`src/shared/rwr_pkg.sv`:
```
// Package for the register window remapper: register offsets, window geometry,
// reset values and the bus and core-side carrier structs.
// Assumes a 16-bit physical register space and an AXI4-Lite control bus.
package rwr_pkg;

    // ------------------------------------------------------------------
    // Register map
    // ------------------------------------------------------------------
    // Printed offsets are not all multiples of four, so they are indices.
    localparam logic [7:0]  RWR_IDX_ZERO       = 8'h00;
    localparam logic [7:0]  RWR_IDX_PRIMARY    = 8'h14;
    localparam logic [7:0]  RWR_IDX_SECONDARY  = 8'h15;
    localparam logic [7:0]  RWR_IDX_STATUS     = 8'h20;
    localparam logic [7:0]  RWR_RST_PRIMARY    = 8'h00;
    localparam logic [7:0]  RWR_RST_SECONDARY  = 8'h00;
    localparam logic [15:0] RWR_ZERO_VALUE     = 16'h0000;
    localparam int          RWR_HOLD_BIT       = 7;
    localparam int          RWR_RSVD_BIT       = 7;

    // ------------------------------------------------------------------
    // Window geometry
    // ------------------------------------------------------------------
    localparam logic [15:0] RWR_P32_BASE  = 16'h00e0;
    localparam logic [15:0] RWR_P64_BASE  = 16'h00c0;
    localparam logic [15:0] RWR_P128_BASE = 16'h0080;
    localparam logic [15:0] RWR_S32_BASE  = 16'h0060;
    localparam logic [15:0] RWR_S64_BASE  = 16'h0040;
    localparam logic [15:0] RWR_LOWER_TOP = 16'h00ff;
    // Windowed segments sit in the special-function page; the upper file is not reachable.
    localparam logic [15:0] RWR_SEG_OFFSET = 16'h1000;

    typedef enum logic [1:0] {
        RWR_SZ_NONE,
        RWR_SZ_32,
        RWR_SZ_64,
        RWR_SZ_128
    } rwr_size_t;

    // Core-side request toward the remapper.
    typedef struct packed {
        logic        valid;
        logic        write;
        logic [15:0] addr;
        logic [15:0] wdata;
    } rwr_core_req_t;

    // Remapped request toward the register file and peripherals.
    typedef struct packed {
        logic        valid;
        logic        write;
        logic        zero_hit;
        logic [15:0] addr;
        logic [15:0] wdata;
    } rwr_phys_req_t;

endpackage : rwr_pkg

```
`src/rtl/rwr_window_decode.sv`:
```
// Window decoder: turns a window select value into size and segment base and
// tests a direct address against that window.
// Assumes the select value is stable while an access is being decoded.
`timescale 1ns/1ns
module rwr_window_decode
    import rwr_pkg::*;
#(
    parameter bit SECONDARY = 1'b0
) (
    input  wire logic [6:0]  sel,
    input  wire logic [15:0] dir_addr,
    output      rwr_size_t   size,
    output      logic        hit,
    output      logic [15:0] phys_addr
);

    // ------------------------------------------------------------------
    // Size from the top set bit of the seven-bit window number field
    // ------------------------------------------------------------------
    // Secondary window offers only 32 and 64 bytes; a 128-byte code is off.
    wire sz32  = sel[6];
    wire sz64  = !sel[6] && sel[5];
    wire sz128 = !sel[6] && !sel[5] && sel[4] && !SECONDARY;

    assign size = sz32 ? RWR_SZ_32 : sz64 ? RWR_SZ_64 : sz128 ? RWR_SZ_128 : RWR_SZ_NONE;

    // ------------------------------------------------------------------
    // Window base in the lower file and physical segment number
    // ------------------------------------------------------------------
    wire [15:0] win_base = SECONDARY ? (sz32 ? RWR_S32_BASE : RWR_S64_BASE)
                                     : (sz32 ? RWR_P32_BASE : sz64 ? RWR_P64_BASE : RWR_P128_BASE);
    wire [15:0] win_mask = sz32 ? 16'h001f : sz64 ? 16'h003f : 16'h007f;
    // Segment number times the window length, lifted into the special-function page,
    // gives the physical base.
    wire [15:0] seg_base = RWR_SEG_OFFSET | (sz32 ? {4'h0, sel[6:0], 5'h00}
                                           : sz64 ? {4'h0, sel[5:0], 6'h00}
                                           :        {4'h0, sel[4:0], 7'h00});

    assign hit       = (size != RWR_SZ_NONE) && ((dir_addr & ~win_mask) == win_base);
    assign phys_addr = seg_base | (dir_addr & win_mask);

endmodule : rwr_window_decode

```
`src/rtl/rwr_top.sv`:
```
// Register window remapper top: AXI4-Lite window registers plus the core-side
// direct address remapping path toward register file and peripherals.
// Assumes the core and bus share aclk and the far side answers in the same cycle.
//
// Function
// - Secondary window maps a 32/64-byte segment into the middle, below primary.
// - Seven low secondary select bits give window size and window number.
// - 7DH/32 or 3EH/64 maps serial status 1FB9H to direct 0079H.
// - 7CH/32 maps timer-1 control 1F90H to 0070H; 3EH/64 to 0050H.
// - Primary 7DH/3EH map PWM-0 control 1FB0H to 00F0H; 1FH to 00B0H.
// - Primary 7EH maps port-4 pin 1FDFH to 00FFH; 3FH/1FH to 00DFH.
// - Direct address 00H is a 16-bit register that always reads zero.
// - Primary window maps 32, 64 or 128 bytes into top of lower file.
// - Bus-hold enable bit has no effect on window selection or remapping.
//
// The implementer's own choice: the AXI4-Lite interface to the registers.
`timescale 1ns/1ns
module rwr_top
    import rwr_pkg::*;
#(
    parameter int ADDR_W = 12
) (
    input  wire logic          aclk,
    input  wire logic          aresetn,
    input  wire logic [ADDR_W-1:0] s_axi_awaddr,
    input  wire logic          s_axi_awvalid,
    output      logic          s_axi_awready,
    input  wire logic [31:0]   s_axi_wdata,
    input  wire logic [3:0]    s_axi_wstrb,
    input  wire logic          s_axi_wvalid,
    output      logic          s_axi_wready,
    output      logic [1:0]    s_axi_bresp,
    output      logic          s_axi_bvalid,
    input  wire logic          s_axi_bready,
    input  wire logic [ADDR_W-1:0] s_axi_araddr,
    input  wire logic          s_axi_arvalid,
    output      logic          s_axi_arready,
    output      logic [31:0]   s_axi_rdata,
    output      logic [1:0]    s_axi_rresp,
    output      logic          s_axi_rvalid,
    input  wire logic          s_axi_rready,
    input  wire rwr_core_req_t core_req,
    output      logic [15:0]   core_rdata,
    output      rwr_phys_req_t phys_req,
    input  wire logic [15:0]   phys_rdata,
    output      logic          bus_hold_enable
);

    initial begin
        if (ADDR_W < 10) $error("ADDR_W must reach the register indices.");
    end

    // ------------------------------------------------------------------
    // Window select registers
    // ------------------------------------------------------------------
    logic [7:0]  primary_window_select_q;
    logic [7:0]  secondary_window_select_q;
    logic [ADDR_W-1:0] awaddr_q;
    logic        aw_held_q;
    logic [31:0] wdata_q;
    logic [3:0]  wstrb_q;
    logic        w_held_q;
    logic        bvalid_q;
    logic [1:0]  bresp_q;
    logic        rvalid_q;
    logic [31:0] rdata_q;
    logic [1:0]  rresp_q;

    // ------------------------------------------------------------------
    // AXI4-Lite write path: address and data are latched independently
    // ------------------------------------------------------------------
    // Only one write is accepted until its response has been taken.
    assign s_axi_awready = !aw_held_q && !bvalid_q;
    assign s_axi_wready  = !w_held_q && !bvalid_q;
    wire aw_fire = s_axi_awvalid && s_axi_awready;
    wire w_fire  = s_axi_wvalid && s_axi_wready;
    wire [ADDR_W-1:0] wr_addr  = aw_held_q ? awaddr_q : s_axi_awaddr;
    wire [31:0]       wr_data  = w_held_q ? wdata_q : s_axi_wdata;
    wire [3:0]        wr_strb  = w_held_q ? wstrb_q : s_axi_wstrb;
    wire              wr_go    = (aw_held_q || aw_fire) && (w_held_q || w_fire);
    wire [ADDR_W-3:0] wr_idx   = wr_addr[ADDR_W-1:2];
    wire hit_w_pr = wr_idx == (ADDR_W-2)'(RWR_IDX_PRIMARY);
    wire hit_w_sc = wr_idx == (ADDR_W-2)'(RWR_IDX_SECONDARY);
    wire hit_w_z  = wr_idx == (ADDR_W-2)'(RWR_IDX_ZERO);
    wire wr_known = hit_w_pr || hit_w_sc || hit_w_z || wr_idx == (ADDR_W-2)'(RWR_IDX_STATUS);

    // Handshake bookkeeping for the write channels.
    always_ff @(posedge aclk) begin
        if (!aresetn) begin
            aw_held_q <= 1'b0;
            w_held_q  <= 1'b0;
            bvalid_q  <= 1'b0;
            bresp_q   <= 2'b00;
            awaddr_q  <= '0;
            wdata_q   <= 32'h0000_0000;
            wstrb_q   <= 4'h0;
        end else begin
            if (aw_fire) awaddr_q <= s_axi_awaddr;
            if (w_fire) begin
                wdata_q <= s_axi_wdata;
                wstrb_q <= s_axi_wstrb;
            end
            aw_held_q <= wr_go ? 1'b0 : (aw_held_q || aw_fire);
            w_held_q  <= wr_go ? 1'b0 : (w_held_q || w_fire);
            if (wr_go) begin
                bvalid_q <= 1'b1;
                bresp_q  <= wr_known ? 2'b00 : 2'b10;
            end else if (s_axi_bready) begin
                bvalid_q <= 1'b0;
            end
        end
    end

    // Register updates; the zero word ignores writes.
    always_ff @(posedge aclk) begin
        if (!aresetn) begin
            primary_window_select_q   <= RWR_RST_PRIMARY;
            secondary_window_select_q <= RWR_RST_SECONDARY;
        end else if (wr_go && wr_strb[0]) begin
            if (hit_w_pr) primary_window_select_q <= wr_data[7:0];
            // The reserved top bit is stored as written; it never steers decode.
            if (hit_w_sc) secondary_window_select_q <= wr_data[7:0];
        end
    end

    assign s_axi_bvalid = bvalid_q;
    assign s_axi_bresp  = bresp_q;

    // ------------------------------------------------------------------
    // AXI4-Lite read path
    // ------------------------------------------------------------------
    assign s_axi_arready = !rvalid_q;
    wire              ar_fire = s_axi_arvalid && s_axi_arready;
    wire [ADDR_W-3:0] rd_idx  = s_axi_araddr[ADDR_W-1:2];
    wire hit_r_z  = rd_idx == (ADDR_W-2)'(RWR_IDX_ZERO);
    wire hit_r_pr = rd_idx == (ADDR_W-2)'(RWR_IDX_PRIMARY);
    wire hit_r_sc = rd_idx == (ADDR_W-2)'(RWR_IDX_SECONDARY);
    wire hit_r_st = rd_idx == (ADDR_W-2)'(RWR_IDX_STATUS);

    rwr_size_t   prim_size;
    rwr_size_t   sec_size;
    logic        prim_hit;
    logic        sec_hit;
    logic [15:0] prim_phys;
    logic [15:0] sec_phys;

    // Status word shows the decoded sizes of both windows.
    wire [31:0] status_word = {28'h000_0000, sec_size, prim_size};
    wire [31:0] rd_mux = hit_r_z  ? {16'h0000, RWR_ZERO_VALUE}
                       : hit_r_pr ? {24'h00_0000, primary_window_select_q}
                       : hit_r_sc ? {24'h00_0000, secondary_window_select_q}
                       : hit_r_st ? status_word
                       :            32'h0000_0000;
    wire rd_known = hit_r_z || hit_r_pr || hit_r_sc || hit_r_st;

    // Read answer is registered one cycle after the address is taken.
    always_ff @(posedge aclk) begin
        if (!aresetn) begin
            rvalid_q <= 1'b0;
            rdata_q  <= 32'h0000_0000;
            rresp_q  <= 2'b00;
        end else if (ar_fire) begin
            rvalid_q <= 1'b1;
            rdata_q  <= rd_mux;
            rresp_q  <= rd_known ? 2'b00 : 2'b10;
        end else if (s_axi_rready) begin
            rvalid_q <= 1'b0;
        end
    end

    assign s_axi_rvalid = rvalid_q;
    assign s_axi_rdata  = rdata_q;
    assign s_axi_rresp  = rresp_q;

    // ------------------------------------------------------------------
    // Window decoders
    // ------------------------------------------------------------------
    // Primary decode looks at bits 6:0 only, so bus-hold enable cannot steer it.
    rwr_window_decode #(.SECONDARY(1'b0)) u_primary (
        .sel       (primary_window_select_q[6:0]),
        .dir_addr  (core_req.addr),
        .size      (prim_size),
        .hit       (prim_hit),
        .phys_addr (prim_phys)
    );

    // The secondary select has its own window number field in bits 6:0.
    rwr_window_decode #(.SECONDARY(1'b1)) u_secondary (
        .sel       (secondary_window_select_q[6:0]),
        .dir_addr  (core_req.addr),
        .size      (sec_size),
        .hit       (sec_hit),
        .phys_addr (sec_phys)
    );

    assign bus_hold_enable = primary_window_select_q[RWR_HOLD_BIT];

    // ------------------------------------------------------------------
    // Core-side remap
    // ------------------------------------------------------------------
    // Word accesses to flagged registers stay whole because the remap keeps bit 0.
    // A 128-byte primary window starts at 80H, just above the secondary range; the primary is checked first.
    wire zero_hit = core_req.addr[15:1] == 15'h0000;
    wire [15:0] remap = prim_hit ? prim_phys : sec_hit ? sec_phys : core_req.addr;

    assign phys_req.valid    = core_req.valid;
    assign phys_req.write    = core_req.write && !zero_hit;
    assign phys_req.zero_hit = zero_hit;
    assign phys_req.addr     = remap;
    assign phys_req.wdata    = core_req.wdata;
    assign core_rdata        = zero_hit ? RWR_ZERO_VALUE : phys_rdata;

    // ------------------------------------------------------------------
    // Assertions
    // ------------------------------------------------------------------
    zero_read_a: assert property (@(posedge aclk) disable iff (!aresetn)
        zero_hit |-> core_rdata == 16'h0000) else $error("Zero word read nonzero.");
    zero_write_a: assert property (@(posedge aclk) disable iff (!aresetn)
        zero_hit |-> !phys_req.write) else $error("Write reached the zero word.");
    pass_through_a: assert property (@(posedge aclk) disable iff (!aresetn)
        (core_req.addr[15:8] != 8'h00) |-> phys_req.addr == core_req.addr) else $error("Upper address remapped.");
    serial_map_a: assert property (@(posedge aclk) disable iff (!aresetn)
        (secondary_window_select_q[6:0] == 7'h7d && !prim_hit
         && core_req.addr == 16'h0079) |-> phys_req.addr == 16'h1fb9) else $error("Serial status remap wrong.");
    timer_map_a: assert property (@(posedge aclk) disable iff (!aresetn)
        (secondary_window_select_q[6:0] == 7'h3e && !prim_hit
         && core_req.addr == 16'h0050) |-> phys_req.addr == 16'h1f90) else $error("Timer control remap wrong.");
    pwm_map_a: assert property (@(posedge aclk) disable iff (!aresetn)
        (primary_window_select_q[6:0] == 7'h1f && core_req.addr == 16'h00b0)
        |-> phys_req.addr == 16'h1fb0) else $error("PWM control remap wrong.");
    port_map_a: assert property (@(posedge aclk) disable iff (!aresetn)
        (primary_window_select_q[6:0] == 7'h7e && core_req.addr == 16'h00ff)
        |-> phys_req.addr == 16'h1fdf) else $error("Port pin remap wrong.");
    hold_free_a: assert property (@(posedge aclk) disable iff (!aresetn)
        $changed(bus_hold_enable) && $stable(primary_window_select_q[6:0]) |-> $stable(prim_size))
        else $error("Bus-hold bit changed window size.");
    sec_size_a: assert property (@(posedge aclk) disable iff (!aresetn)
        sec_size != RWR_SZ_128) else $error("Secondary window took 128 bytes.");
    sec_write_a: assert property (@(posedge aclk) disable iff (!aresetn)
        wr_go && wr_strb[0] && hit_w_sc |=> secondary_window_select_q == $past(wr_data[7:0]))
        else $error("Secondary select not updated.");
    read_answer_a: assert property (@(posedge aclk) disable iff (!aresetn)
        ar_fire |=> s_axi_rvalid) else $error("Read answer late.");

    sec_used_c:  cover property (@(posedge aclk) disable iff (!aresetn) sec_hit && core_req.valid);
    prim_used_c: cover property (@(posedge aclk) disable iff (!aresetn) prim_hit && core_req.valid);
    zero_wr_c:   cover property (@(posedge aclk) disable iff (!aresetn) zero_hit && core_req.write);

endmodule : rwr_top

```
`config.mk`:
```
export PLATFORM = sky130hd
export DESIGN_NAME = rwr_top
export DESIGN_NICKNAME = d
export VERILOG_FILES = /design/src/shared/rwr_pkg.sv /design/src/rtl/rwr_window_decode.sv /design/src/rtl/rwr_top.sv
export SDC_FILE = /design/constraint.sdc
export NUM_CORES = 1
export LEC_CHECK = 0
export BUFFER_PORTS_ARGS = -buffer_cell sky130_fd_sc_hd__buf_2
export CORE_ASPECT_RATIO = 0.9
export CORE_MARGIN = 3
export CORE_UTILIZATION = 46
export CTS_BUF_LIST = sky130_fd_sc_hd__clkbuf_4 sky130_fd_sc_hd__clkbuf_8
export CTS_CLUSTER_SIZE = 24
export DETAILED_ROUTE_END_ITERATION = 8
export PLACE_DENSITY = 0.95
export SYNTH_ARGS = -nofsm -noshare
export SYNTH_HDL_FRONTEND = slang
export SYNTH_HIERARCHICAL = 1
export SYNTH_SLANG_ARGS = --single-unit
```
`constraint.sdc`:
```
create_clock -name aclk -period 3 [get_ports aclk]
set_input_delay 0.45 -clock aclk [delete_from_list [all_inputs] [get_ports aclk]]
set_output_delay 0.45 -clock aclk [all_outputs]
set_load 0.1 [all_outputs]
```
==> results.json <==
{
  "synth.avg_cell_area_um2": 8.197,
  "hold_viol_final": 0,
  "final_cell_mix": "105 x buf_2, 66 x mux2i_1, 55 x nand2_1",
  "slew_headroom_pct": 48.87,
  "worstReg2RegStart": "aw_held_q",
  "final_nets": 629,
  "post-route-period-util_pct": 93.47,
  "grt_overflow": 0,
  "die_x_um": 99.44,
  "powerDensity_nw_per_um2": 422.9,
  "seqPwrFrac_pct": 39.0,
  "fin_util_pct": 56.52,
  "cp-start-kind": "flop",
  "routedWlPerCell_um": 14.45,
  "arrival_ns": 2.35,
  "first_iter_violations": 159,
  "ys_seq_area_share_pct": 27.14,
  "routabilityCongestion": 0.8880,
  "cts_hold_buf": 0,
  "swShare_pct": 42.69,
  "synth_flop_cell": "dfxtp_1",
  "fp.dieH_um": 90.10,
  "power.total_mw": 1.812,
  "dpl_cell_area_um2": 4195,
  "rsz0062_at_grt": "no",
  "coreArea_um2": 7582,
  "numCtsBuffers": 5,
  "rr_endpoint": "secondary_window_select_q[4]",
  "drc": 0,
  "async_reset_ff_share_pct": 0,
  "drive_above_1_share_pct": 31.64,
  "rows": 30,
  "yosysWarnings": 6,
  "initial_core_util_pct": 47.67,
  "cpPeakStageDelay_ns": 0.68,
  "area_growth_pct": 18.55,
  "layoutNonFillerInstCount": 608,
  "worstSetupEndpointType": "primary output",
  "min_from": "s_axi_arvalid",
  "tightestPinTransition_ns": 0.7563,
  "synth_cells": 441,
  "vias": 3150,
  "synth_top_area_share_pct": 27.14,
  "final_antenna_net_count": 0,
  "postCtsSetupBuffers": 0,
  "via_per_inst": 5.181,
  "wirelength_um": 8784,
  "peakVddDrop_mv": 0.2354,
  "clkSinkCount": 49,
  "place_inst": 601,
  "grtUsageTotal_pct": 18.83,
  "final_cell_area_um2": 4285,
  "p_int_mw": 1.039,
  "die_area_um2": 8959,
  "worst-r2r-setup-slack_ns": 0.74,
  "cap_violations": 0,
  "dr.pass1.iters": 4,
  "path_clk_slew_ns": 0.09,
  "critPathSlowestCell": "dfxtp_1",
  "clkPwrFrac_pct": 21.7,
  "crit_type": "flop to primary output",
  "cp.required_ns": 2.55,
  "cts_tree": "built",
  "yosysTopAreaCell": "dfxtp_1",
  "layout_commonest_cell": "buf_2",
  "skew_ns": 0.005419,
  "cts_max_level": 2,
  "yosysUniqueCellTypes": 43,
  "fmax_mhz": 356.6,
  "path_cells": "mux2i_1 > nor4_4 > buf_4 > mux2i_1 > o21ai_2 > buf_2",
  "holdPathEnd": "s_axi_rvalid",
  "hold_path_depth": 2,
  "slew_violations": 0,
  "hp-class": "input pin to flop",
  "grt_pass1_vias": 3079,
  "grt_first_pass_wirelength_um": 14190,
  "hpwl_um": 6997,
  "ys_seq_elements": 49,
  "grt_max_degree": 32,
  "power.share.combinational_pct": 39.3,
  "cts-resized-gates": 0,
  "port_buffers": 118,
  "critPathMaxFanout": 17,
  "synth.area.top_cells": "dfxtp_1 27%, mux2i_1 18%, buf_4 13%",
  "setup_viol_count_final": 0,
  "clk_path_buf_depth": 2,
  "switchingPower_mw": 0.7737,
  "post-route-min-period_ns": 2.804,
  "clk_latency_ns": 0.29,
  "synth-edff-count": 0,
  "p_leak_nw": 1.822,
  "antenna_cells": 0,
  "clockRootBuffer": "clkbuf_8",
  "antenna_found_initial": 0,
  "outcome": "finished clean",
  "io_pins": 210,
  "reg2regPathDepth": 4,
  "syn_area_um2": 3615,
  "critical_path.most_common_cell": "mux2i_1"
}
registers in the layout, summed over array words and instances, names as in the netlist:
name and cells:
wdata_q 8, w_held_q 1, awaddr_q 10, s_axi_bresp 1
s_axi_rdata 8, wstrb_q 1, primary_window_select_q 8, s_axi_rvalid 1
aw_held_q 1, secondary_window_select_q 8, s_axi_bvalid 1, s_axi_rresp 1
cells in the mapped netlist, types with 2 or more instances:
| cell type | n |
|---|---|
| buf_4 | 65 |
| o22ai_1 | 2 |
| nand2_1 | 55 |
| dfxtp_1 | 49 |
| nor4b_1 | 4 |
| nor3b_1 | 3 |
| nand4b_1 | 2 |
| inv_1 | 4 |
| clkbuf_1 | 14 |
| nor3_1 | 4 |
| conb_1 | 5 |
| nand4_1 | 3 |
| mux2i_1 | 66 |
| mux2_2 | 10 |
| o211a_1 | 2 |
| nor2b_1 | 23 |
| buf_2 | 6 |
| nor4_1 | 7 |
| nand2b_1 | 11 |
| nand3_1 | 4 |
| o21ai_0 | 43 |
| a22o_1 | 4 |
| nor2_1 | 12 |
| and2_1 | 23 |
| buf_6 | 2 |
worst max-delay path, delay by kind of cell (launching register included):
kind / cells / cell delay, ns
mux: 2 / 0.56
compound gates: 1 / 0.11
flops: 1 / 0.68
simple gates: 1 / 0.07
buf+inv: 2 / 0.63
area by class of cell:
cell class,instances,area (um2)
Fill cell,655,3297
Clock inverter,1,7.507
Tap cell,96,120.1
Clock buffer,6,82.58
Timing Repair Buffer,123,823.3
Sequential cell,49,980.9
Inverter,4,15.01
Multi-Input combinational cell,329,2256
kinds of logic (layout without fill, tap and decap cells):
family | count (synthesis) | after routing | share of synthesized area [%]
DFF | 49 | 49 | 27.14
and+or+nand+nor | 161 | 161 | 24.47
other | 5 | 34 | 0.5193
AOI/OAI and AO/OA | 58 | 58 | 9.554
muxes | 76 | 76 | 21.39
buffers and inverters | 92 | 134 | 16.93
per-stage QoR:
stage / setup TNS (ns) / hold slack (ns) / worst slack, ns
global placement: 0 / 0.4453 / 0.3433
CTS: 0 / 0.4006 / 0.1870
floorplan: -0.1184 / 0.4381 / -0.1184
global route: 0 / 0.4147 / 0.08231
detailed placement: 0 / 0.4718 / 0.2709
finish: 0 / 0.4058 / 0.1959
power by group through the flow:
stage	sequential (mW)	combinational (mW)	clock, mW
after floorplan	0.747	0.680	0
after global placement	0.718	0.697	0
after detailed placement	0.721	0.710	0
after CTS	0.706	0.712	0.402
after global routing	0.711	0.745	0.427
final	0.707	0.713	0.393
routing by layer:
metal	global-route usage [%]	wire length, um
met5	0	0
met4	6.485	219
met3	3.181	563
met2	31.82	4311
met1	24.07	3690
how the worst max path moves through the flow:
stage	from	to	slack [ns]	cells after the start
global route	secondary_window_select_q[6]	phys_req[29]	0.08	6
floorplan	core_req[27]	phys_req[20]	-0.12	6
CTS	secondary_window_select_q[6]	phys_req[29]	0.19	6
global placement	core_req[27]	phys_req[30]	0.34	7
detailed placement	core_req[24]	phys_req[30]	0.27	7
finish	secondary_window_select_q[6]	phys_req[29]	0.20	6
No activity file was read; power rests on OpenSTA's default activity.
